<file path="config.mk">
export PLATFORM = sky130hd
export DESIGN_NAME = owc_top
export DESIGN_NICKNAME = d
export VERILOG_FILES = /design/src/owc_pkg.sv /design/src/owc_edge.sv /design/src/owc_counter.sv /design/src/owc_top.sv
export SDC_FILE = /design/constraint.sdc
export NUM_CORES = 1
export LEC_CHECK = 0
export ABC_AREA = 0
export CAP_MARGIN = 20
export CORE_MARGIN = 2
export CORE_UTILIZATION = 63
export DETAILED_ROUTE_END_ITERATION = 10
export DONT_BUFFER_PORTS = 1
export GPL_ROUTABILITY_DRIVEN = 0
export MAX_ROUTING_LAYER = met4
export PLACE_DENSITY = 0.87
export SYNTH_ARGS = -nofsm -noshare
export SYNTH_HDL_FRONTEND = slang
export SYNTH_SLANG_ARGS = --single-unit
</file>
<file path="constraint.sdc">
create_clock -name clk_i -period 2.4 [get_ports clk_i]
set_input_delay 0.48 -clock clk_i [delete_from_list [all_inputs] [get_ports clk_i]]
set_output_delay 0.48 -clock clk_i [all_outputs]
set_load 0.03 [all_outputs]
</file>
<file path="src/owc_pkg.sv">
// Package for the oscillator warm-up counter: register map, field positions, resets.
// Assumes a 32-bit classic Wishbone slave with word-aligned registers.
package owc_pkg;
   localparam logic [7:0] ADR_SYS_CTRL2 = 8'h00;
   localparam logic [7:0] ADR_LOWER_CTRL = 8'h04;
   localparam logic [7:0] ADR_UPPER_CTRL = 8'h08;
   localparam logic [7:0] ADR_PERIOD = 8'h0C;
   localparam logic [7:0] ADR_COUNT = 8'h10;
   localparam logic [7:0] ADR_IRQ_STAT = 8'h14;
   localparam logic [7:0] ADR_IRQ_MASK = 8'h18;
   localparam int SYS_SLOW_SEL_BIT = 5;
   localparam int SYS_SLOW_EN_BIT = 6;
   localparam int SYS_FAST_EN_BIT = 7;
   localparam int UPPER_RUN_BIT = 3;
   localparam int OUT_FF_BIT = 7;
   localparam int CLK_SEL_LSB = 4;
   localparam logic [2:0] UPPER_MODE_WARMUP = 3'h5;
   localparam logic [2:0] LOWER_MODE_CASCADE = 3'h3;
   localparam logic [2:0] SRC_SLOW = 3'h4;
   localparam logic [2:0] SRC_FAST = 3'h6;
   localparam logic [7:0] SYS_CTRL2_RST = 8'h80;
   localparam logic [7:0] STAGE_CTRL_RST = 8'h00;
   localparam logic [15:0] PERIOD_RST = 16'hFFFF;
   localparam logic [31:0] UNMAPPED_DATA = 32'h0000_0000;

   typedef struct packed {
      logic fast_en;
      logic slow_en;
      logic slow_sel;
   } owc_osc_s;

   typedef struct packed {
      logic [7:0] adr;
      logic we;
      logic [31:0] dat;
      logic [3:0] sel;
   } owc_req_s;
endpackage : owc_pkg

</file>
<file path="src/owc_edge.sv">
// Rising-edge detector for the tick of the oscillator being warmed up.
// Assumes the tick input is already synchronous to clk_i.
`timescale 1ns/10ps
module owc_edge
(
   input wire logic clk_i,
   input wire logic rst_i,
   input wire logic ce_i,
   input wire logic lvl_i,
   output logic rise_o
);
   logic prev_r;

   always_ff @(posedge clk_i)
   begin
      if (rst_i)
         prev_r <= 1'b0;
      else if (ce_i)
         prev_r <= lvl_i;
   end

   assign rise_o = ce_i & lvl_i & ~prev_r;
endmodule : owc_edge

</file>
<file path="src/owc_counter.sv">
// Cascaded 16-bit up-counter: warm-up match on upper byte only.
// Assumes cnt_en_i is a one-cycle tick of the selected oscillator.
`timescale 1ns/10ps
module owc_counter
(
   input wire logic clk_i,
   input wire logic rst_i,
   input wire logic ce_i,
   input wire logic run_i,
   input wire logic cnt_en_i,
   input wire logic [7:0] cmp_upper_i,
   output logic [15:0] count_o,
   output logic match_o
);
   logic [15:0] count_r;
   logic hit;

   // Lower byte of the compare value plays no part in warm-up matching
   assign hit = (count_r[15:8] == cmp_upper_i) && (cmp_upper_i != 8'h00);

   always_ff @(posedge clk_i)
   begin
      if (rst_i)
      begin
         count_r <= 16'h0000;
         match_o <= 1'b0;
      end
      else if (ce_i)
      begin
         match_o <= 1'b0;
         if (!run_i)
            count_r <= 16'h0000;
         else if (cnt_en_i)
         begin
            if (hit)
            begin
               count_r <= 16'h0000;
               match_o <= 1'b1;
            end
            else
               count_r <= count_r + 16'h0001;
         end
      end
   end

   assign count_o = count_r;
endmodule : owc_counter

</file>
<file path="src/owc_top.sv">
// Oscillator warm-up counter with Wishbone register access and one interrupt.
// Assumes slow_tick_i and fast_tick_i are oscillator levels synchronous to clk_i.
//
// The placing of the registers and register access over Wishbone are this design's own decisions.
`timescale 1ns/10ps
module owc_top
(
   input wire logic clk_i,
   input wire logic rst_i,
   input wire logic ce_i,
   input wire logic cyc_i,
   input wire logic stb_i,
   input wire logic we_i,
   input wire logic [7:0] adr_i,
   input wire logic [3:0] sel_i,
   input wire logic [31:0] dat_i,
   output logic [31:0] dat_o,
   output logic ack_o,
   input wire logic slow_tick_i,
   input wire logic fast_tick_i,
   output owc_pkg::owc_osc_s osc_o,
   output logic lower_output_flipflop_o,
   output logic upper_output_flipflop_o,
   output logic irq_o
);
   import owc_pkg::*;

   typedef enum logic [2:0]
   {
      ST_IDLE = 3'b001,
      ST_RUN = 3'b010,
      ST_DONE = 3'b100
   } owc_state_e;

   owc_state_e state_r;
   owc_state_e state_nxt;
   owc_req_s req;
   logic [7:0] system_control_two_r;
   logic [7:0] lower_stage_control_r;
   logic [7:0] upper_stage_control_r;
   logic [7:0] period_compare_lower_r;
   logic [7:0] period_compare_upper_r;
   logic irq_stat_r;
   logic irq_mask_r;
   logic [15:0] count;
   logic match;
   logic slow_rise;
   logic fast_rise;
   logic tick;
   logic warmup_mode;
   logic upper_stage_run;
   logic wr_stb;
   logic [31:0] rd_data;

   // Byte-lane write helper for the low byte of a register
   function automatic logic [7:0] wr_byte(input logic [7:0] old, input owc_req_s r);
      wr_byte = r.sel[0] ? r.dat[7:0] : old;
   endfunction : wr_byte

   function automatic logic hit_adr(input owc_req_s r, input logic [7:0] a);
      hit_adr = (r.adr == a);
   endfunction : hit_adr

   assign req = '{adr: adr_i, we: we_i, dat: dat_i, sel: sel_i};
   assign wr_stb = cyc_i & stb_i & we_i & ~ack_o;

   assign warmup_mode = (upper_stage_control_r[2:0] == UPPER_MODE_WARMUP)
                        && (lower_stage_control_r[2:0] == LOWER_MODE_CASCADE);
   assign upper_stage_run = upper_stage_control_r[UPPER_RUN_BIT];

   owc_edge u_slow_edge
   (
      .clk_i(clk_i),
      .rst_i(rst_i),
      .ce_i(ce_i),
      .lvl_i(slow_tick_i),
      .rise_o(slow_rise)
   );

   owc_edge u_fast_edge
   (
      .clk_i(clk_i),
      .rst_i(rst_i),
      .ce_i(ce_i),
      .lvl_i(fast_tick_i),
      .rise_o(fast_rise)
   );

   // Counting source follows the lower-stage clock select; a stopped oscillator gives no ticks
   always_comb
   begin
      case (lower_stage_control_r[CLK_SEL_LSB +: 3])
         SRC_SLOW: tick = slow_rise & system_control_two_r[SYS_SLOW_EN_BIT];
         SRC_FAST: tick = fast_rise & system_control_two_r[SYS_FAST_EN_BIT];
         default: tick = 1'b0;
      endcase
   end

   owc_counter u_counter
   (
      .clk_i(clk_i),
      .rst_i(rst_i),
      .ce_i(ce_i),
      .run_i(state_r == ST_RUN),
      .cnt_en_i(tick),
      .cmp_upper_i(period_compare_upper_r),
      .count_o(count),
      .match_o(match)
   );

   // Sequencer: idle until run in warm-up mode, done after match until run cleared
   always_comb
   begin
      state_nxt = state_r;
      case (state_r)
         ST_IDLE:
            if (upper_stage_run && warmup_mode)
               state_nxt = ST_RUN;
         ST_RUN:
            if (!upper_stage_run)
               state_nxt = ST_IDLE;
            else if (match)
               state_nxt = ST_DONE;
         ST_DONE:
            if (!upper_stage_run)
               state_nxt = ST_IDLE;
         default: state_nxt = ST_IDLE;
      endcase
   end

   always_ff @(posedge clk_i)
   begin
      if (rst_i)
         state_r <= ST_IDLE;
      else if (ce_i)
         state_r <= state_nxt;
   end

   // Oscillator and system clock controls
   always_ff @(posedge clk_i)
   begin
      if (rst_i)
         system_control_two_r <= SYS_CTRL2_RST;
      else if (ce_i && wr_stb && hit_adr(req, ADR_SYS_CTRL2))
         system_control_two_r <= wr_byte(system_control_two_r, req);
   end

   always_ff @(posedge clk_i)
   begin
      if (rst_i)
      begin
         lower_stage_control_r <= STAGE_CTRL_RST;
         upper_stage_control_r <= STAGE_CTRL_RST;
      end
      else if (ce_i && wr_stb)
      begin
         if (hit_adr(req, ADR_LOWER_CTRL))
            lower_stage_control_r <= wr_byte(lower_stage_control_r, req);
         if (hit_adr(req, ADR_UPPER_CTRL))
            upper_stage_control_r <= wr_byte(upper_stage_control_r, req);
      end
   end

   always_ff @(posedge clk_i)
   begin
      if (rst_i)
      begin
         period_compare_lower_r <= PERIOD_RST[7:0];
         period_compare_upper_r <= PERIOD_RST[15:8];
      end
      else if (ce_i && wr_stb && hit_adr(req, ADR_PERIOD))
      begin
         if (sel_i[0])
            period_compare_lower_r <= dat_i[7:0];
         if (sel_i[1])
            period_compare_upper_r <= dat_i[15:8];
      end
   end

   // Sticky match flag; a new match wins over a write-one clear
   always_ff @(posedge clk_i)
   begin
      if (rst_i)
         irq_stat_r <= 1'b0;
      else if (ce_i)
      begin
         if (match && state_r == ST_RUN)
            irq_stat_r <= 1'b1;
         else if (wr_stb && hit_adr(req, ADR_IRQ_STAT) && sel_i[0] && dat_i[0])
            irq_stat_r <= 1'b0;
      end
   end

   always_ff @(posedge clk_i)
   begin
      if (rst_i)
         irq_mask_r <= 1'b0;
      else if (ce_i && wr_stb && hit_adr(req, ADR_IRQ_MASK) && sel_i[0])
         irq_mask_r <= dat_i[0];
   end

   always_comb
   begin
      case (adr_i)
         ADR_SYS_CTRL2: rd_data = {24'h000000, system_control_two_r};
         ADR_LOWER_CTRL: rd_data = {24'h000000, lower_stage_control_r};
         ADR_UPPER_CTRL: rd_data = {24'h000000, upper_stage_control_r};
         ADR_PERIOD: rd_data = {16'h0000, period_compare_upper_r, period_compare_lower_r};
         ADR_COUNT: rd_data = {16'h0000, count};
         ADR_IRQ_STAT: rd_data = {31'h00000000, irq_stat_r};
         ADR_IRQ_MASK: rd_data = {31'h00000000, irq_mask_r};
         default: rd_data = UNMAPPED_DATA;
      endcase
   end

   // One-wait-state slave: ack one cycle after strobe, dropped the next
   always_ff @(posedge clk_i)
   begin
      if (rst_i)
      begin
         ack_o <= 1'b0;
         dat_o <= 32'h0000_0000;
      end
      else if (ce_i)
      begin
         ack_o <= cyc_i & stb_i & ~ack_o;
         dat_o <= rd_data;
      end
   end

   // Outputs come from flip-flops
   always_ff @(posedge clk_i)
   begin
      if (rst_i)
      begin
         osc_o <= '{fast_en: SYS_CTRL2_RST[SYS_FAST_EN_BIT],
                    slow_en: SYS_CTRL2_RST[SYS_SLOW_EN_BIT],
                    slow_sel: SYS_CTRL2_RST[SYS_SLOW_SEL_BIT]};
         irq_o <= 1'b0;
         lower_output_flipflop_o <= 1'b0;
         upper_output_flipflop_o <= 1'b0;
      end
      else if (ce_i)
      begin
         osc_o.fast_en <= system_control_two_r[SYS_FAST_EN_BIT];
         osc_o.slow_en <= system_control_two_r[SYS_SLOW_EN_BIT];
         osc_o.slow_sel <= system_control_two_r[SYS_SLOW_SEL_BIT];
         irq_o <= irq_stat_r & irq_mask_r;
         // Output flip-flops stay at their control value; warm-up never toggles them
         lower_output_flipflop_o <= lower_stage_control_r[OUT_FF_BIT];
         upper_output_flipflop_o <= upper_stage_control_r[OUT_FF_BIT];
      end
   end
endmodule : owc_top

</file>
# Word level (Yosys, flattened, before mapping)
# Cells that the tools add are included.
# op_classes
bitwise_logic	14
addsub	1
n_mux	15
eq_ne	18
n_reduce_logical	23
# op_table
cell	n
$pmux W16 S7	1
$mux W16	3
$eq A8 B5 Y1 const B	3
$add A16 B1 Y16 const B	1
$eq A8 B4 Y1 const B	2
$eq A3 B3 Y1 const B	4
$logic_and A1 B1 Y1	12
$mux W3	4
$and A1 B1 Y1	11
$reduce_and A2 Y1	5
$pmux W3 S3	1
$eq A8 B3 Y1 const B	1
$eq A8 B8 Y1	1
$logic_not A8 Y1	1
$reduce_bool A8 Y1	1
$eq A3 B2 Y1 const B	2
$ne A2 B2 Y1 const B	3
$reduce_and A3 Y1	2
$mux W1	5
$reduce_and A4 Y1	1
$eq A3 B1 Y1 const B	1
$ne A3 B3 Y1 const B	1
$not A1 Y1	3
$pmux W1 S2	1
$reduce_bool A2 Y1	1
# word_totals
regBits	103

# Logic depth before layout (Yosys ltp)
# depth
depth_word	8
ltp_mapped	8
mapped_depth_nobuf	6

# Hierarchy
# Synthesis repeated with hierarchy kept, for this count alone.
# unflattened
cells_unflattened	499
area_unflattened_um2	4337.9
# modules_own_cells
module	n_inst	area_per_inst_um2	cells_per_inst	seq_area_each_um2
owc_top	1	3308.2	379	1361.3
owc_counter	1	944.7	110	340.3
owc_edge	2	42.5	5	20.0

# Worst setup path before layout
# No wires, ideal clock.
# synth_path
path_kind	input to register
startpoint	input adr_i[6]
endpoint	register period_compare_upper_r[0]
setup_time_ns	0.129
stages	7
arrival_time_ns	2.076
slack_ns	0.195
path_buffers	2
required_time_ns	2.271
cell_sequence	or4_4 > buf_6 > nor4b_4 > and3_1 > buf_6 > mux2i_1 > nand2_1
# synth_between
elab_chain_len	3
# synth_lines
element	line	source
start: declaration	owc_top.sv:14	input wire logic [7:0] adr_i,
$eq A8 B4 Y1	owc_top.sv:61	hit_adr = (r.adr == a);
$logic_and A1 B1 Y1	owc_top.sv:171	else if (ce_i && wr_stb && hit_adr(req, ADR_PERIOD))
$reduce_and A2 Y1 (no source line)	--	
end signal: assignment	owc_top.sv:169	period_compare_upper_r <= PERIOD_RST[15:8];
end signal: assignment	owc_top.sv:176	period_compare_upper_r <= dat_i[15:8];
end: declaration	owc_top.sv:42	logic [7:0] period_compare_upper_r;
# No other way between the ends.
# A chain may end at the register's enable or synchronous reset.

# Worst setup path after layout
# layout_path
startpoint	register state_r[1]
endpoint	register u_counter.count_r[7], in the netlist u_counter.count_o[7]
# layout_between
elab_chain_len	3
elab_cells_between_ends	4
classes_between	2 x eq/ne; 1 x mux; 1 x reduce/logical
# layout_lines
element	line	source
start: declaration	owc_top.sv:35	owc_state_e state_r;
start signal: assignment	owc_top.sv:136	state_r <= state_nxt;
$eq A3 B2 Y1 *	owc_top.sv:104	.run_i(state_r == ST_RUN),
$ne A2 B2 Y1 (no source line)	--	
$reduce_and A2 Y1 (no source line)	--	
end signal: assignment	owc_counter.sv:41	count_r <= count_r + 16'h0001;
end: declaration	owc_counter.sv:15	logic [15:0] count_r;
# Every way passes the cells marked *; elsewhere a longest branch is shown, timed or not.

==> report_table.html <==
<table>
<tr><th>Metric</th><th>Value</th></tr>
<tr><th colspan="2">Global route</th></tr>
<tr><td>Largest net degree at the start of global routing</td><td>between 50 and 60</td></tr>
<tr><td>Vias in the first global route</td><td>3628</td></tr>
<tr><td>Number of antenna violations at the first check in global routing</td><td>0</td></tr>
<tr><td>Total gr overflow</td><td>0</td></tr>
<tr><td>Gr usage total</td><td>0.3026</td></tr>
<tr><td>Wire length of the first global-routing pass</td><td>17050 um</td></tr>
<tr><th colspan="2">Timing</th></tr>
<tr><td>Final clock period utilization by the worst path</td><td>0.7989</td></tr>
<tr><td>Final-layout setup total negative slack</td><td>0 ns</td></tr>
<tr><td>Setup slack after layout</td><td>between 0.4 and 0.5 ns</td></tr>
<tr><td>Worst Hold Margin</td><td>approximately 0.17 ns</td></tr>
<tr><td>Final setup violating endpoints</td><td>0</td></tr>
<tr><td>Final count of hold timing violations</td><td>0</td></tr>
<tr><td>Max_slew headroom</td><td>0.4141</td></tr>
<tr><td>Layout Skew</td><td>0.007102 ns</td></tr>
<tr><td>Setup repair after global routing missed its margin</td><td>no</td></tr>
<tr><td>Clock period minus worst slack</td><td>1.917 ns</td></tr>
<tr><td>Highest achievable clock rate</td><td>521.5 MHz</td></tr>
<tr><td>Actual transition at the worst max-transition pin</td><td>around 0.9 ns</td></tr>
<tr><td>Slew Viols, Final</td><td>0</td></tr>
<tr><th colspan="2">Route</th></tr>
<tr><td>DRC</td><td>4</td></tr>
<tr><td>Number of design-rule violations left by the first detailed-router iteration</td><td>385</td></tr>
<tr><td>Total wire length</td><td>10490 um</td></tr>
<tr><td>Vias/cell</td><td>6.433</td></tr>
<tr><td>Number of detailed-route iterations in the first pass</td><td>8</td></tr>
<tr><td>Via count of the routed design</td><td>3776</td></tr>
<tr><td>Antenna violation net count after detailed routing</td><td>0</td></tr>
<tr><td>Wirelength per Cell</td><td>around 18 um</td></tr>
<tr><th colspan="2">Placed design</th></tr>
<tr><td>Instance area at placement</td><td>0.004229 mm2</td></tr>
<tr><td>Placed insts</td><td>between 500 and 600</td></tr>
<tr><td>Setup Slack @ Placement</td><td>around 0.15 ns</td></tr>
<tr><td>Sum of net half-perimeters after detailed placement</td><td>between 7000 and 8000 um</td></tr>
<tr><td>Count of port buffers added during placement</td><td>0</td></tr>
<tr><th colspan="2">Clock tree</th></tr>
<tr><td>CTS tree</td><td>done</td></tr>
<tr><td>Maximum clock insertion buffer count</td><td>2</td></tr>
<tr><td>Resized cells post-CTS</td><td>0</td></tr>
<tr><td>Clock slew seen by the registers of the worst setup and hold paths</td><td>roughly 0.09 ns</td></tr>
<tr><td>Cell at the root of the clock tree</td><td>clkbuf_8</td></tr>
<tr><td>Clock insertion delay at the later pin of the skew report</td><td>0.37 ns</td></tr>
<tr><td>Count of hold buffers inserted by post-cts repair</td><td>0</td></tr>
<tr><td>Total CTS buffers</td><td>9</td></tr>
<tr><td>Post-CTS setup-driven buffer insertion count</td><td>0</td></tr>
<tr><td>Number of H-tree levels</td><td>3</td></tr>
<tr><td>Sinks on Clock Net</td><td>87</td></tr>
<tr><th colspan="2">Synthesis</th></tr>
<tr><td>Number of instances in the synthesized netlist</td><td>between 500 and 600</td></tr>
<tr><td>Synthesized cell area</td><td>~0.0042 mm2</td></tr>
<tr><td>Sequential share of the synthesized area</td><td>0.4126</td></tr>
<tr><td>Main flop type after synthesis</td><td>dfxtp_1</td></tr>
<tr><td>Async set-or-reset flop fraction in the synthesized netlist</td><td>0</td></tr>
<tr><td>Yosys warning count</td><td>0</td></tr>
<tr><td>Total of flip-flops plus latches after synthesis</td><td>87</td></tr>
<tr><td>Avg Inst Size Synth</td><td>8.261 um2</td></tr>
<tr><td>Number of library cell types mapped by synthesis</td><td>57</td></tr>
<tr><td>Post-synth EDFFs</td><td>0</td></tr>
<tr><th colspan="2">Job</th></tr>
<tr><td>Max Cap Viol</td><td>0</td></tr>
<tr><th colspan="2">Final layout</th></tr>
<tr><td>Final core utilization</td><td>0.6930</td></tr>
<tr><td>Cell area after layout</td><td>0.004451 mm2</td></tr>
<tr><td>Number of antenna diodes</td><td>0</td></tr>
<tr><td>Area growth from synthesis to final layout</td><td>5.424%</td></tr>
<tr><td>Number of non-filler instances in the completed layout</td><td>between 500 and 600</td></tr>
<tr><td>Post-layout nets</td><td>between 500 and 600</td></tr>
<tr><td>Layout cells sized above 1</td><td>0.08039</td></tr>
<tr><th colspan="2">Outcome</th></tr>
<tr><td>Status</td><td>finished with violations</td></tr>
<tr><td>Violations in the final reports</td><td>design-rule violations</td></tr>
<tr><th colspan="2">Die</th></tr>
<tr><td>Die Span X</td><td>85.86 um</td></tr>
<tr><td>Row cnt</td><td>29</td></tr>
<tr><td>Core area</td><td>0.006422 mm2</td></tr>
<tr><td>Die Span Y</td><td>85.86 um</td></tr>
<tr><td>Io pins</td><td>91</td></tr>
<tr><td>Initial standard-cell utilization of the core</td><td>0.6573</td></tr>
<tr><td>Area of the die</td><td>roughly 0.0074 mm2</td></tr>
<tr><th colspan="2">Setup path</th></tr>
<tr><td>Origin of the critical flop-to-flop path</td><td>state_r[1]</td></tr>
<tr><td>CP max stage delay</td><td>0.45 ns</td></tr>
<tr><td>Setup slack of the most critical reg-to-reg path</td><td>approximately 0.48 ns</td></tr>
<tr><td>Crit path DAT</td><td>about 2.2 ns</td></tr>
<tr><td>CP Capture Type</td><td>flip-flop</td></tr>
<tr><td>Maximum fanout along the worst path</td><td>8</td></tr>
<tr><td>Master of the slowest instance on the critical path</td><td>dfxtp_1</td></tr>
<tr><td>Critical path start-end classification</td><td>flip-flop to flip-flop</td></tr>
<tr><td>Required time at the endpoint of the critical path</td><td>about 2.7 ns</td></tr>
<tr><td>Critical register-to-register path endpoint</td><td>u_counter.count_o[7]</td></tr>
<tr><td>Worst-case reg-to-reg path depth</td><td>5</td></tr>
<tr><td>Type of origin of the critical path</td><td>flip-flop</td></tr>
<tr><td>Cells along the critical path</td><td>or3b_1, and2_1, nor3_2, a31oi_1, nor2_1</td></tr>
<tr><th colspan="2">Worst hold path</th></tr>
<tr><td>WHS Endpoint</td><td>dat_o[9]</td></tr>
<tr><td>Worst hold-check path type</td><td>input port to flip-flop</td></tr>
<tr><td>Hold Path Origin</td><td>rst_i</td></tr>
<tr><td>Number of cells traversed by the worst hold path</td><td>1</td></tr>
<tr><th colspan="2">Power</th></tr>
<tr><td>Total power per unit cell area</td><td>~610 mW/mm2</td></tr>
<tr><td>Cell leakage power</td><td>1.593 nW</td></tr>
<tr><td>Peak ir drop on the vdd network</td><td>approximately 0.45 mV</td></tr>
<tr><td>PnR Total Power</td><td>roughly 2.7 mW</td></tr>
</table>
how the worst max path moves through the flow:
stage	startpoint	end	slack (ns)
after detailed placement	adr_i[6]	lower_stage_control_r[4]	0.15
after global routing	state_r[1]	u_counter.count_o[3]	0.34
after global placement	adr_i[6]	period_compare_lower_r[2]	0.22
final	state_r[1]	u_counter.count_o[7]	0.48
after CTS	state_r[1]	u_counter.count_o[4]	0.52
after floorplan	adr_i[6]	period_compare_upper_r[0]	0.19
critical path, delay by kind of cell (launching register included):
kind | cells | cell delay (ns)
compound gates | 1 | 0.22
flops | 1 | 0.45
simple gates | 4 | 1.18
layer usage:
layer,track usage,part of all wire
met5,-,0
met2,0.5081,0.50
met4,0.1356,0.036
met3,0.08470,0.084
met1,0.3331,0.38
registers in the layout (all words and copies together) (netlist names):
name and cells:
ack_o 1, dat_o 16, irq_mask_r 1, irq_o 1, irq_stat_r 1, lower_output_flipflop_o 1, lower_stage_control_r 8, osc_o 3
period_compare_lower_r 8, period_compare_upper_r 8, state_r 3, system_control_two_r 8, u_counter.count_o 16, u_counter.match_o 1, u_fast_edge.prev_r 1, u_slow_edge.prev_r 1
upper_output_flipflop_o 1, upper_stage_control_r 8
cell usage after synthesis, drive strengths merged, types with 6 or more instances:
cell    count  area, um2
nand2      96      360.4
dfxtp      87       1742
nand3      38      190.2
nor2       38      142.6
a21oi      32      160.2
buf        26      190.2
clkbuf     24      90.09
mux2i      21      210.2
nand4      12      75.07
o21ai      12      60.05
a22oi      10      75.07
a211oi      9      67.56
xor2        9      78.83
a22o        7      61.31
nor2b       7      43.79
a21boi      6      45.05
a222oi      6      60.06
and3        6      37.54
nor4        6      37.54
cell families after synthesis:
kind of cell,Yosys count,synth area share
AND/OR/NAND/NOR,234,0.2739
AO/OA/AOI/OAI,99,0.1592
multiplexers,22,0.05246
buffers and inverters,53,0.06906
adder cells (fa/ha/maj),1,0.002963
other,1,0.0008883
flip-flops,87,0.4126
XOR/XNOR,14,0.02905
cell usage in the layout, fill, tap and decap left out, types with 3 or more instances in the layout:
cell      instances
xor2_1            9
and4_1            5
nor2_1           38
a22o_1            7
nor4_1            6
a211oi_1          9
o21ai_0          11
nand4_1          12
a222oi_1          6
a22oi_1          10
and3_1            6
clkinv_2          3
buf_4            18
nand3_1          38
dfxtp_1          87
mux2i_1          21
a31oi_1           3
nor2b_1           7
conb_1           16
xnor2_1           5
a21boi_0          5
clkbuf_8         10
a21oi_1          32
nand3b_1          4
nand2_1          96
a221oi_1          3
inv_1             3
o32ai_1           3
power by group:
group | switching [mW] | internal [mW]
Clock | 0.530 | 0.611
Sequential | 0.0184 | 1.45
Combinational | 0.0745 | 0.0281
layout make-up:
| class | count | area, um2 |
|---|---|---|
| repair buffers | 18 | 135.1 |
| fillers | 512 | 1972 |
| flip-flops and latches | 87 | 1742 |
| clock buffers | 10 | 137.6 |
| inverters | 3 | 11.26 |
| well taps | 77 | 96.34 |
| multi-input cells | 386 | 2245 |
| clock inverters | 6 | 83.83 |
Power figures use the tool's default switching activity.
